**src/hsp_cfg.svh**
```systemverilog
// Constants for the host serial port with start-up rate and format detection
`ifndef HSP_CFG_SVH
`define HSP_CFG_SVH

`define HSP_CLK_HZ 20000000
`define HSP_BAUD0 9600
`define HSP_BAUD1 19200
`define HSP_BAUD2 38400
`define HSP_BAUD3 57600
`define HSP_BAUD4 115200
`define HSP_BAUD5 230400
`define HSP_BAUD6 460800
`define HSP_BAUD7 921600
`define HSP_BAUD8 3000000
`define HSP_BAUD9 3250000
`define HSP_BAUD10 6000000
`define HSP_BAUD11 6500000
`define HSP_PER(b) (12'((`HSP_CLK_HZ + (b) / 2) / (b)))
`define HSP_RATE_NUM 4'hc
`define HSP_RATE_DEF 4'h4

`define HSP_FMT_8N2 3'h0
`define HSP_FMT_8N1 3'h1
`define HSP_FMT_8E1 3'h2
`define HSP_FMT_8O1 3'h3
`define HSP_FMT_7E1 3'h4
`define HSP_FMT_7O1 3'h5
`define HSP_FMT_NUM 3'h6

`define HSP_FLOW_HW 2'h0
`define HSP_FLOW_SW 2'h1
`define HSP_PSV_RTS 2'h1
`define HSP_PSV_DTR 2'h2
`define HSP_XON 8'h11
`define HSP_XOFF 8'h13

`define HSP_ADDR_CTRL 3'h0
`define HSP_ADDR_CFG 3'h1
`define HSP_ADDR_TXD 3'h2
`define HSP_ADDR_RXD 3'h3
`define HSP_ADDR_STAT 3'h4
`define HSP_ADDR_MODEM 3'h5
`define HSP_CTRL_RST 5'h10
`define HSP_CTRL_AUTO 4
`define HSP_CFG_FMT_LSB 4

`endif

```
**src/hsp_pkg.sv**
```systemverilog
// Types for the host serial port
package hsp_pkg;
	typedef enum logic [4:0]
	{
		RX_IDLE  = 5'h01,
		RX_START = 5'h02,
		RX_DATA  = 5'h04,
		RX_PAR   = 5'h08,
		RX_STOP  = 5'h10
	} hsp_rx_state_type;
	typedef enum logic [4:0]
	{
		TX_IDLE  = 5'h01,
		TX_START = 5'h02,
		TX_DATA  = 5'h04,
		TX_PAR   = 5'h08,
		TX_STOP  = 5'h10
	} hsp_tx_state_type;
	typedef enum logic [3:0]
	{
		DET_WAIT = 4'h1,
		DET_MEAS = 4'h2,
		DET_SAMP = 4'h4,
		DET_DONE = 4'h8
	} hsp_det_state_type;
endpackage

```
**src/hsp_serial_port.sv**
```systemverilog
// Host serial port: UART, flow control, modem lines, start-up detection
//
// Chosen here: strobed register access and the placing of the registers.
`timescale 1ns/1ps
`include "hsp_cfg.svh"
module hsp_serial_port
	import hsp_pkg::*;
(
	input  wire logic       core_clk,
	input  wire logic       arst_n,
	input  wire logic [2:0] regAddr,
	input  wire logic [7:0] regWdata,
	input  wire logic       regWr,
	input  wire logic       regRd,
	output logic      [7:0] regRdata,
	input  wire logic       txd,
	input  wire logic       rtsN,
	input  wire logic       dtrN,
	output logic            rxd,
	output logic            ctsN,
	output logic            dsrN,
	output logic            dcdN,
	output logic            riN
);

////////////////////////////////////////////////////////////////////////////////

function automatic logic [11:0] hspPer(input logic [3:0] i);
	case (i)
		4'h0: return `HSP_PER(`HSP_BAUD0);
		4'h1: return `HSP_PER(`HSP_BAUD1);
		4'h2: return `HSP_PER(`HSP_BAUD2);
		4'h3: return `HSP_PER(`HSP_BAUD3);
		4'h4: return `HSP_PER(`HSP_BAUD4);
		4'h5: return `HSP_PER(`HSP_BAUD5);
		4'h6: return `HSP_PER(`HSP_BAUD6);
		4'h7: return `HSP_PER(`HSP_BAUD7);
		4'h8: return `HSP_PER(`HSP_BAUD8);
		4'h9: return `HSP_PER(`HSP_BAUD9);
		4'ha: return `HSP_PER(`HSP_BAUD10);
		4'hb: return `HSP_PER(`HSP_BAUD11);
		default: return `HSP_PER(`HSP_BAUD4);
	endcase
endfunction

// Rate whose bit time lies closest to a measured start bit
function automatic logic [3:0] hspNearest(input logic [11:0] m);
	logic [3:0]  best;
	logic [12:0] bd;
	logic [12:0] d;
	logic [11:0] p;
	best = `HSP_RATE_DEF;
	bd = 13'h1fff;
	for (int i = 0; i < 12; i++)
	begin
		p = hspPer(4'(i));
		d = (m > p) ? 13'(m - p) : 13'(p - m);
		if (d < bd)
		begin
			bd = d;
			best = 4'(i);
		end
	end
	return best;
endfunction

////////////////////////////////////////////////////////////////////////////////

logic [2:0] syncA;
logic [2:0] syncB;
logic [4:0] ctrl;
logic [3:0] rate;
logic [2:0] fmt;
logic [2:0] modem;
logic       xoff;

hsp_det_state_type detSt;
logic [11:0]       detCnt;
logic [8:0]        detBits;
logic [3:0]        detIdx;

hsp_rx_state_type rxSt;
logic [11:0]      rxCnt;
logic [2:0]       rxBit;
logic [7:0]       rxSh;
logic             rxPar;
logic [7:0]       rxBuf;
logic             rxValid;
logic             parErr;
logic             frmErr;
logic             ovr;

hsp_tx_state_type txSt;
logic [11:0]      txCnt;
logic [2:0]       txBit;
logic [7:0]       txSh;
logic [7:0]       txHold;
logic             txPend;
logic             txStop2;

// two-stage sync of the three inputs
always_ff @(posedge core_clk or negedge arst_n)
	if (!arst_n)
	begin
		syncA <= 3'h7;
		syncB <= 3'h7;
	end
	else
	begin
		syncA <= {txd, rtsN, dtrN};
		syncB <= syncA;
	end

wire txdS   = syncB[2];
wire rtsOff = syncB[1];
wire dtrOff = syncB[0];

wire [1:0]  flow    = ctrl[1:0];
wire [1:0]  psvSel  = ctrl[3:2];
wire        autoEn  = ctrl[`HSP_CTRL_AUTO];
wire [11:0] bitPer  = hspPer(rate);
wire [11:0] halfPer = {1'b0, bitPer[11:1]};
wire        detDone = (detSt == DET_DONE);

wire       fmt7   = (fmt == `HSP_FMT_7E1) || (fmt == `HSP_FMT_7O1);
wire       parOn  = (fmt != `HSP_FMT_8N2) && (fmt != `HSP_FMT_8N1);
wire       parOdd = (fmt == `HSP_FMT_8O1) || (fmt == `HSP_FMT_7O1);
wire       stop2  = (fmt == `HSP_FMT_8N2);
wire [2:0] lastBit = fmt7 ? 3'h6 : 3'h7;

// Register decode
wire wrCtrl  = regWr && (regAddr == `HSP_ADDR_CTRL);
wire wrCfg   = regWr && (regAddr == `HSP_ADDR_CFG);
wire wrTx    = regWr && (regAddr == `HSP_ADDR_TXD);
wire wrStat  = regWr && (regAddr == `HSP_ADDR_STAT);
wire wrModem = regWr && (regAddr == `HSP_ADDR_MODEM);
wire rdRx    = regRd && (regAddr == `HSP_ADDR_RXD);
wire [3:0] cfgRate = regWdata[3:0];
wire [2:0] cfgFmt  = regWdata[`HSP_CFG_FMT_LSB +: 3];

// power saving follows RTS or DTR only when selected
wire psvActive = ((psvSel == `HSP_PSV_RTS) && rtsOff) ||
                 ((psvSel == `HSP_PSV_DTR) && dtrOff);
wire txBusy = txPend || (txSt != TX_IDLE);

////////////////////////////////////////////////////////////////////////////////

always_ff @(posedge core_clk or negedge arst_n)
	if (!arst_n)
	begin
		ctrl  <= `HSP_CTRL_RST;
		modem <= 3'h0;
	end
	else
	begin
		if (wrCtrl)
			ctrl <= regWdata[4:0];
		if (wrModem)
			modem <= regWdata[2:0];
	end

// Start-up detection: time the first start bit, then sample the character
always_ff @(posedge core_clk or negedge arst_n)
	if (!arst_n)
	begin
		detSt   <= DET_WAIT;
		detCnt  <= 12'h000;
		detBits <= 9'h000;
		detIdx  <= 4'h0;
	end
	else
	begin
		case (detSt)
			DET_WAIT:
				if (!autoEn)
					detSt <= DET_DONE;
				else if (!txdS)
				begin
					detSt  <= DET_MEAS;
					detCnt <= 12'h001;
				end
			DET_MEAS:
				if (!autoEn)
					detSt <= DET_DONE;
				else if (txdS)
				begin
					detSt  <= DET_SAMP;
					detCnt <= hspPer(hspNearest(detCnt)) >> 1;
					detIdx <= 4'h0;
				end
				else if (detCnt != 12'hfff)
					detCnt <= detCnt + 12'h001;
			DET_SAMP:
				if (detCnt != 12'h000)
					detCnt <= detCnt - 12'h001;
				else
				begin
					detBits <= {txdS, detBits[8:1]};
					detCnt  <= bitPer - 12'h001;
					detIdx  <= detIdx + 4'h1;
					if (detIdx == 4'h8)
						detSt <= DET_DONE;
				end
			DET_DONE:
				detSt <= DET_DONE;
			default:
				detSt <= DET_DONE;
		endcase
	end

always_ff @(posedge core_clk or negedge arst_n)
	if (!arst_n)
	begin
		rate <= `HSP_RATE_DEF;
		fmt  <= `HSP_FMT_8N1;
	end
	else
	begin
		if ((detSt == DET_MEAS) && autoEn && txdS)
			rate <= hspNearest(detCnt);
		// format from the sampled first character
		if ((detSt == DET_SAMP) && (detCnt == 12'h000) && (detIdx == 4'h8))
			fmt <= detBits[8] ? `HSP_FMT_7O1 :
			       (!txdS ? `HSP_FMT_8E1 : `HSP_FMT_8N1);
		if (wrCfg && (cfgRate < `HSP_RATE_NUM))
			rate <= cfgRate;
		if (wrCfg && (cfgFmt < `HSP_FMT_NUM))
			fmt <= cfgFmt;
	end

////////////////////////////////////////////////////////////////////////////////

wire       rxTick = (rxCnt == 12'h000);
wire [7:0] rxByte = fmt7 ? {1'b0, rxSh[7:1]} : rxSh;
wire       rxEnd  = (rxSt == RX_STOP) && rxTick;
wire       rxFlow = (flow == `HSP_FLOW_SW) &&
                    ((rxByte == `HSP_XON) || (rxByte == `HSP_XOFF));

// receive: start, data LSB first, parity, stop
always_ff @(posedge core_clk or negedge arst_n)
	if (!arst_n)
	begin
		rxSt  <= RX_IDLE;
		rxCnt <= 12'h000;
		rxBit <= 3'h0;
		rxSh  <= 8'h00;
		rxPar <= 1'b0;
	end
	else
	begin
		if (!rxTick)
			rxCnt <= rxCnt - 12'h001;
		case (rxSt)
			RX_IDLE:
				if (detDone && !txdS)
				begin
					rxSt  <= RX_START;
					rxCnt <= halfPer;
				end
			RX_START:
				if (rxTick)
				begin
					rxSt  <= txdS ? RX_IDLE : RX_DATA;
					rxCnt <= bitPer - 12'h001;
					rxBit <= 3'h0;
					rxPar <= 1'b0;
				end
			RX_DATA:
				if (rxTick)
				begin
					rxSh  <= {txdS, rxSh[7:1]};
					rxPar <= rxPar ^ txdS;
					rxBit <= rxBit + 3'h1;
					rxCnt <= bitPer - 12'h001;
					if (rxBit == lastBit)
						rxSt <= parOn ? RX_PAR : RX_STOP;
				end
			RX_PAR:
				if (rxTick)
				begin
					rxPar <= rxPar ^ txdS;
					rxCnt <= bitPer - 12'h001;
					rxSt  <= RX_STOP;
				end
			RX_STOP:
				if (rxTick)
					rxSt <= RX_IDLE;
			default:
				rxSt <= RX_IDLE;
		endcase
	end

// Received byte and sticky errors; a new event wins over its clear
always_ff @(posedge core_clk or negedge arst_n)
	if (!arst_n)
	begin
		rxBuf   <= 8'h00;
		rxValid <= 1'b0;
		parErr  <= 1'b0;
		frmErr  <= 1'b0;
		ovr     <= 1'b0;
		xoff    <= 1'b0;
	end
	else
	begin
		if (rdRx)
			rxValid <= 1'b0;
		if (wrStat)
		begin
			parErr <= parErr & ~regWdata[0];
			frmErr <= frmErr & ~regWdata[1];
			ovr    <= ovr & ~regWdata[2];
		end
		if ((rxSt == RX_PAR) && rxTick && ((rxPar ^ txdS) != parOdd))
			parErr <= 1'b1;
		if (rxEnd && !txdS)
			frmErr <= 1'b1;
		if (flow != `HSP_FLOW_SW)
			xoff <= 1'b0;
		else if (rxEnd && rxFlow)
			xoff <= (rxByte == `HSP_XOFF);
		if (rxEnd && !rxFlow)
		begin
			rxBuf   <= rxByte;
			rxValid <= 1'b1;
			// a host ignoring CTS overruns the buffer
			if (rxValid && !rdRx)
				ovr <= 1'b1;
		end
	end

////////////////////////////////////////////////////////////////////////////////

wire txTick  = (txCnt == 12'h000);
wire txAllow = detDone && !((flow == `HSP_FLOW_HW) && rtsOff) &&
               !((flow == `HSP_FLOW_SW) && xoff);
wire txParBit = (^(fmt7 ? {1'b0, txHold[6:0]} : txHold)) ^ parOdd;

// Holding register for one outgoing byte
always_ff @(posedge core_clk or negedge arst_n)
	if (!arst_n)
	begin
		txHold <= 8'h00;
		txPend <= 1'b0;
	end
	else if (wrTx && !txBusy)
	begin
		txHold <= regWdata;
		txPend <= 1'b1;
	end
	else if ((txSt == TX_IDLE) && txAllow)
		txPend <= 1'b0;

// idle and stop high, start low on the data output
always_ff @(posedge core_clk or negedge arst_n)
	if (!arst_n)
	begin
		txSt    <= TX_IDLE;
		txCnt   <= 12'h000;
		txBit   <= 3'h0;
		txSh    <= 8'h00;
		txStop2 <= 1'b0;
		rxd     <= 1'b1;
	end
	else
	begin
		if (!txTick)
			txCnt <= txCnt - 12'h001;
		case (txSt)
			TX_IDLE:
				if (txPend && txAllow)
				begin
					txSt  <= TX_START;
					txSh  <= txHold;
					txCnt <= bitPer - 12'h001;
					rxd   <= 1'b0;
				end
			TX_START:
				if (txTick)
				begin
					txSt  <= TX_DATA;
					txBit <= 3'h0;
					txCnt <= bitPer - 12'h001;
					rxd   <= txSh[0];
					txSh  <= {1'b0, txSh[7:1]};
				end
			TX_DATA:
				if (txTick)
				begin
					txCnt <= bitPer - 12'h001;
					txBit <= txBit + 3'h1;
					txStop2 <= stop2;
					if (txBit == lastBit)
					begin
						txSt <= parOn ? TX_PAR : TX_STOP;
						rxd  <= parOn ? txParBit : 1'b1;
					end
					else
					begin
						rxd  <= txSh[0];
						txSh <= {1'b0, txSh[7:1]};
					end
				end
			TX_PAR:
				if (txTick)
				begin
					txSt  <= TX_STOP;
					txCnt <= bitPer - 12'h001;
					rxd   <= 1'b1;
				end
			TX_STOP:
				if (txTick)
				begin
					txCnt   <= bitPer - 12'h001;
					txStop2 <= 1'b0;
					if (!txStop2)
						txSt <= TX_IDLE;
				end
			default:
				txSt <= TX_IDLE;
		endcase
	end

////////////////////////////////////////////////////////////////////////////////

wire [7:0] rdMux =
	(regAddr == `HSP_ADDR_CTRL)  ? {3'h0, ctrl} :
	(regAddr == `HSP_ADDR_CFG)   ? {1'b0, fmt, rate} :
	(regAddr == `HSP_ADDR_RXD)   ? rxBuf :
	(regAddr == `HSP_ADDR_STAT)  ? {1'b0, ovr, frmErr, parErr, psvActive,
	                                detDone, rxValid, txBusy} :
	(regAddr == `HSP_ADDR_MODEM) ? {xoff, 2'h0, rtsOff, dtrOff, modem} :
	8'h00;

// CTS OFF while full or power saving
always_ff @(posedge core_clk or negedge arst_n)
	if (!arst_n)
	begin
		regRdata <= 8'h00;
		ctsN     <= 1'b1;
		dsrN     <= 1'b1;
		dcdN     <= 1'b1;
		riN      <= 1'b1;
	end
	else
	begin
		regRdata <= regRd ? rdMux : 8'h00;
		ctsN     <= rxValid || psvActive;
		dsrN     <= ~modem[0];
		dcdN     <= ~modem[1];
		riN      <= ~modem[2];
	end

endmodule

```
**config.mk**
```make
export PLATFORM = sky130hd
export DESIGN_NAME = hsp_serial_port
export DESIGN_NICKNAME = d
export VERILOG_FILES = /design/src/hsp_pkg.sv /design/src/hsp_serial_port.sv
export VERILOG_INCLUDE_DIRS = /design/src
export SDC_FILE = /design/constraint.sdc
export NUM_CORES = 1
export LEC_CHECK = 0
export BUFFER_PORTS_ARGS = -buffer_cell sky130_fd_sc_hd__buf_4
export CAP_MARGIN = 20
export CORE_ASPECT_RATIO = 0.7
export CORE_UTILIZATION = 63
export CTS_CLUSTER_SIZE = 40
export DETAILED_ROUTE_END_ITERATION = 8
export PLACE_DENSITY_LB_ADDON = 0.1
export RECOVER_POWER = 100
export SYNTH_ARGS = -nofsm -noshare
export SYNTH_HDL_FRONTEND = slang
export SYNTH_SLANG_ARGS = --single-unit
```
**constraint.sdc**
```tcl
create_clock -name core_clk -period 41.5 [get_ports core_clk]
set_input_delay 4.15 -clock core_clk [delete_from_list [all_inputs] [get_ports core_clk]]
set_output_delay 4.15 -clock core_clk [all_outputs]
set_load 0.01 [all_outputs]
```
==> metrics <==
clock latency on the worst-skew pair=440 ps; asr flop ratio synth=100%; IO buf count=30; full die area=27800 µm²; Ys Warns=0; final worst path period share=83.3%; first-pass GRT wire length=94600 µm; clk buf depth=2; Gate Count Post-Synth=2314; drt first pass iters=7; Seq/Total Area, Yosys=19.9%; CP Capture Type=flop; Slew Viols, Final=160; I/O pin cnt=31; share of layout cells above drive strength 1=7.29%; Worst Slack Setup Final=6950 ps; EDFF count, synth=0; Post-Route WL=61600 µm; DR iter-0 viols=2846; # setup viols final=0; Compound-Gate Fraction of Synth Area=27.9%; setup total negative slack=0 ps; simple-gate share of the synthesized area=24.2%; Fmax achieved=0.0289 GHz; Remaining DRCs=0; Routed Antenna Nets=0; outcome=finished with violations; Setup Slack @ Placement=11520 ps; die width=199 µm; Post-CTS Resized=0; worst min-delay path class=reg -> reg; Leak=0.00755 µW; Avg WL per Cell=23.2 µm; Synthesized Nets=2460; Congestion Overflow GR=0; Register Area=3400 µm²; initial antenna violation count=0; clock sinks=135; DIE HEIGHT=140 µm; vias per cell=7.11; vias in the first global route=16853; arrival time worst endpoint=34870 ps; DR vias=18837; main flop type after synthesis=dfrtp_1; placer congestion estimate=1.05; top-area cell type share of the netlist area=17.3%; peak supply drop=34.2 µV; largest net degree at the start of global routing=69; Cell Area, Synth=17100 µm²; largest family of logic cells by synthesized area=compound AO/OA/AOI/OAI gates; crit-path max cell delay=1350 ps; initial core utilization=65.3%; FP Rows=49; largest cells by area after synthesis=dfrtp_1 (17%), ha_1 (9.4%), nor2_1 (6.0%); Bufs and invs on worst path=7; Layout Nets=2425; ant diodes=0; violated checks=max-capacitance violations, max-slew violations; worst-path fanout max=26; Power Density=29.4 nW/µm²; Top delay family on crit path=compound AO/OA/AOI/OAI gates; Multi-input gate area=12800 µm²; Yosys reg bits=135; Reg clk slew, reported paths=60 ps; mux contribution to synthesized area=6.23%; CTS Buf Count=17; H-Tree Depth=4; Fin. Hold Viols=0; Slew headroom=-144%; Min Clock Period, post-route=34550 ps; total setup buffers inserted after CTS=0; Core Area=26100 µm²; cell taking the most area after synthesis=dfrtp_1; Synth Area in Adders=9.86%; Mean Syn Cell Area=7.37 µm²; startpoint types=flop; Crit Path Class=reg -> reg; most frequent CP cell=a21oi_1; Tightest Pin Transition=3650 ps; clock skew=8.88 ps; Critical-path top delay cell=a31oi_1; max_cap viols=3; count of different cell masters after synthesis=105; All-Layer GR Usage=43.8%; Synth Area in XOR/XNOR=7.19%; dpl hpwl=46200 µm; area grow syn2layout=5.50%; CTS tree=built; Post-CTS Hold Buffers=0; critical path required time=41820 ps; Clock Tree Root=clkbuf_16; RSZ-0062 raised after global routing=no; Layout fillers=2278
-- state kept, by name, summed over array words and instances, names as in the netlist, 3 cells and up --
signal,count
rxSt,5
ctrl,5
syncB,3
rxBit,3
detIdx,4
syncA,3
txBit,3
txHold,8
rate,4
regRdata,8
rxBuf,8
modem,3
txCnt,12
rxCnt,12
detSt,4
fmt,3
rxSh,8
detCnt,12
txSh,8
txSt,5
-- cell usage in the layout, fill, tap and decap left out, types with 12 or more instances in the layout --
master,synthesis,routed
mux2_2,32,32
and2_1,23,18
o31ai_1,26,26
clkbuf_1,79,24
a31oi_1,33,33
a211oi_1,20,21
a221oi_1,13,13
nor3_1,51,51
ha_1,128,128
nand4_1,22,22
mux2i_1,69,69
a21o_1,29,29
nand3_1,63,63
and3_1,21,21
a21oi_1,203,205
xor2_1,29,29
nor4_1,19,19
nand2_1,249,250
nor2b_1,20,20
buf_4,0,35
dfstp_2,17,14
o221ai_1,12,12
clkbuf_16,0,17
nor2_1,272,272
dfrtp_1,118,117
nand2b_1,40,40
o21ai_1,13,12
xnor2_1,111,111
o22ai_1,34,34
a22oi_1,12,12
o211ai_1,22,22
nand3b_1,17,17
or2_2,13,13
or3_1,17,17
inv_1,83,83
o21ai_0,167,169
-- stage by stage --
stage	total power (µW)	instances	instance area (µm²)	hold WS [ps]	util, %
2_1_floorplan	317	2314	17100	345	-
4_1_cts	523	2648	18100	355	69.3
3_3_place_gp	357	2616	17500	345	67.0
5_1_grt	555	2649	18000	361	68.9
3_5_place_dp	366	2616	17500	347	67.0
6_report	529	2649	18000	358	68.9
-- power breakdown --
part | internal, µW | switching, µW | total (µW)
logic | 71.0 | 108 | 179
clock network | 99.0 | 57.2 | 156
registers | 163 | 31.1 | 194
total | 333 | 196 | 529
-- Yosys cell counts, types with 12 or more instances --
cell	count
nor2_1	272
nand2_1	249
a21oi_1	203
o21ai_0	167
ha_1	128
dfrtp_1	118
xnor2_1	111
inv_1	83
clkbuf_1	79
mux2i_1	69
nand3_1	63
nor3_1	51
nand2b_1	40
o22ai_1	34
a31oi_1	33
mux2_2	32
a21o_1	29
xor2_1	29
o31ai_1	26
and2_1	23
nand4_1	22
o211ai_1	22
and3_1	21
a211oi_1	20
nor2b_1	20
nor4_1	19
dfstp_2	17
nand3b_1	17
or3_1	17
buf_1	16
buf_2	14
a221oi_1	13
o21ai_1	13
or2_2	13
a22oi_1	12
o221ai_1	12
-- kinds of logic (layout without fill, tap and decap cells) --
kind of cell | count (synthesis) | count (layout)
muxes | 102 | 102
AOI/OAI and AO/OA | 731 | 731
DFF | 135 | 135
buffers and inverters | 202 | 180
adders and majority gates | 136 | 136
xor gates and xnor gates | 140 | 140
and+or+nand+nor | 868 | 868
-- path summary, 6_finish.rpt --
kind                       startpoint   endpoint  slack (ps)  depth (start not counted)
setup reg to reg            detCnt[3]  detCnt[3]        6950                        126
max in group asynchronous      arst_n    txSt[1]       31840                          2
setup / recovery            detCnt[3]  detCnt[3]        6950                        126
hold reg to reg              syncA[0]   syncB[0]         360                          0
hold / removal               syncA[0]   syncB[0]         360                          0
min in group asynchronous      arst_n    rxValid        4900                          1
-- metal layers --
metal / up-vias / track usage [%] / wire length, µm
met5: - / 0 / 0
met4: 0 / 9.92 / 1340
met3: 164 / 16.1 / 10800
met2: 1433 / 57.4 / 23200
met1: 8821 / 66.6 / 26200
li1: 8419 / - / -
-- layout make-up --
class	instances	share of cell area, %
Multi-Input combinational cell	1977	71.4
Sequential cell	135	18.9
Clock buffer	24	2.68
Tap cell	357	2.48
Timing Repair Buffer	59	2.06
Inverter	89	1.86
Clock inverter	8	0.674
No activity file was read; power rests on OpenSTA's default activity.
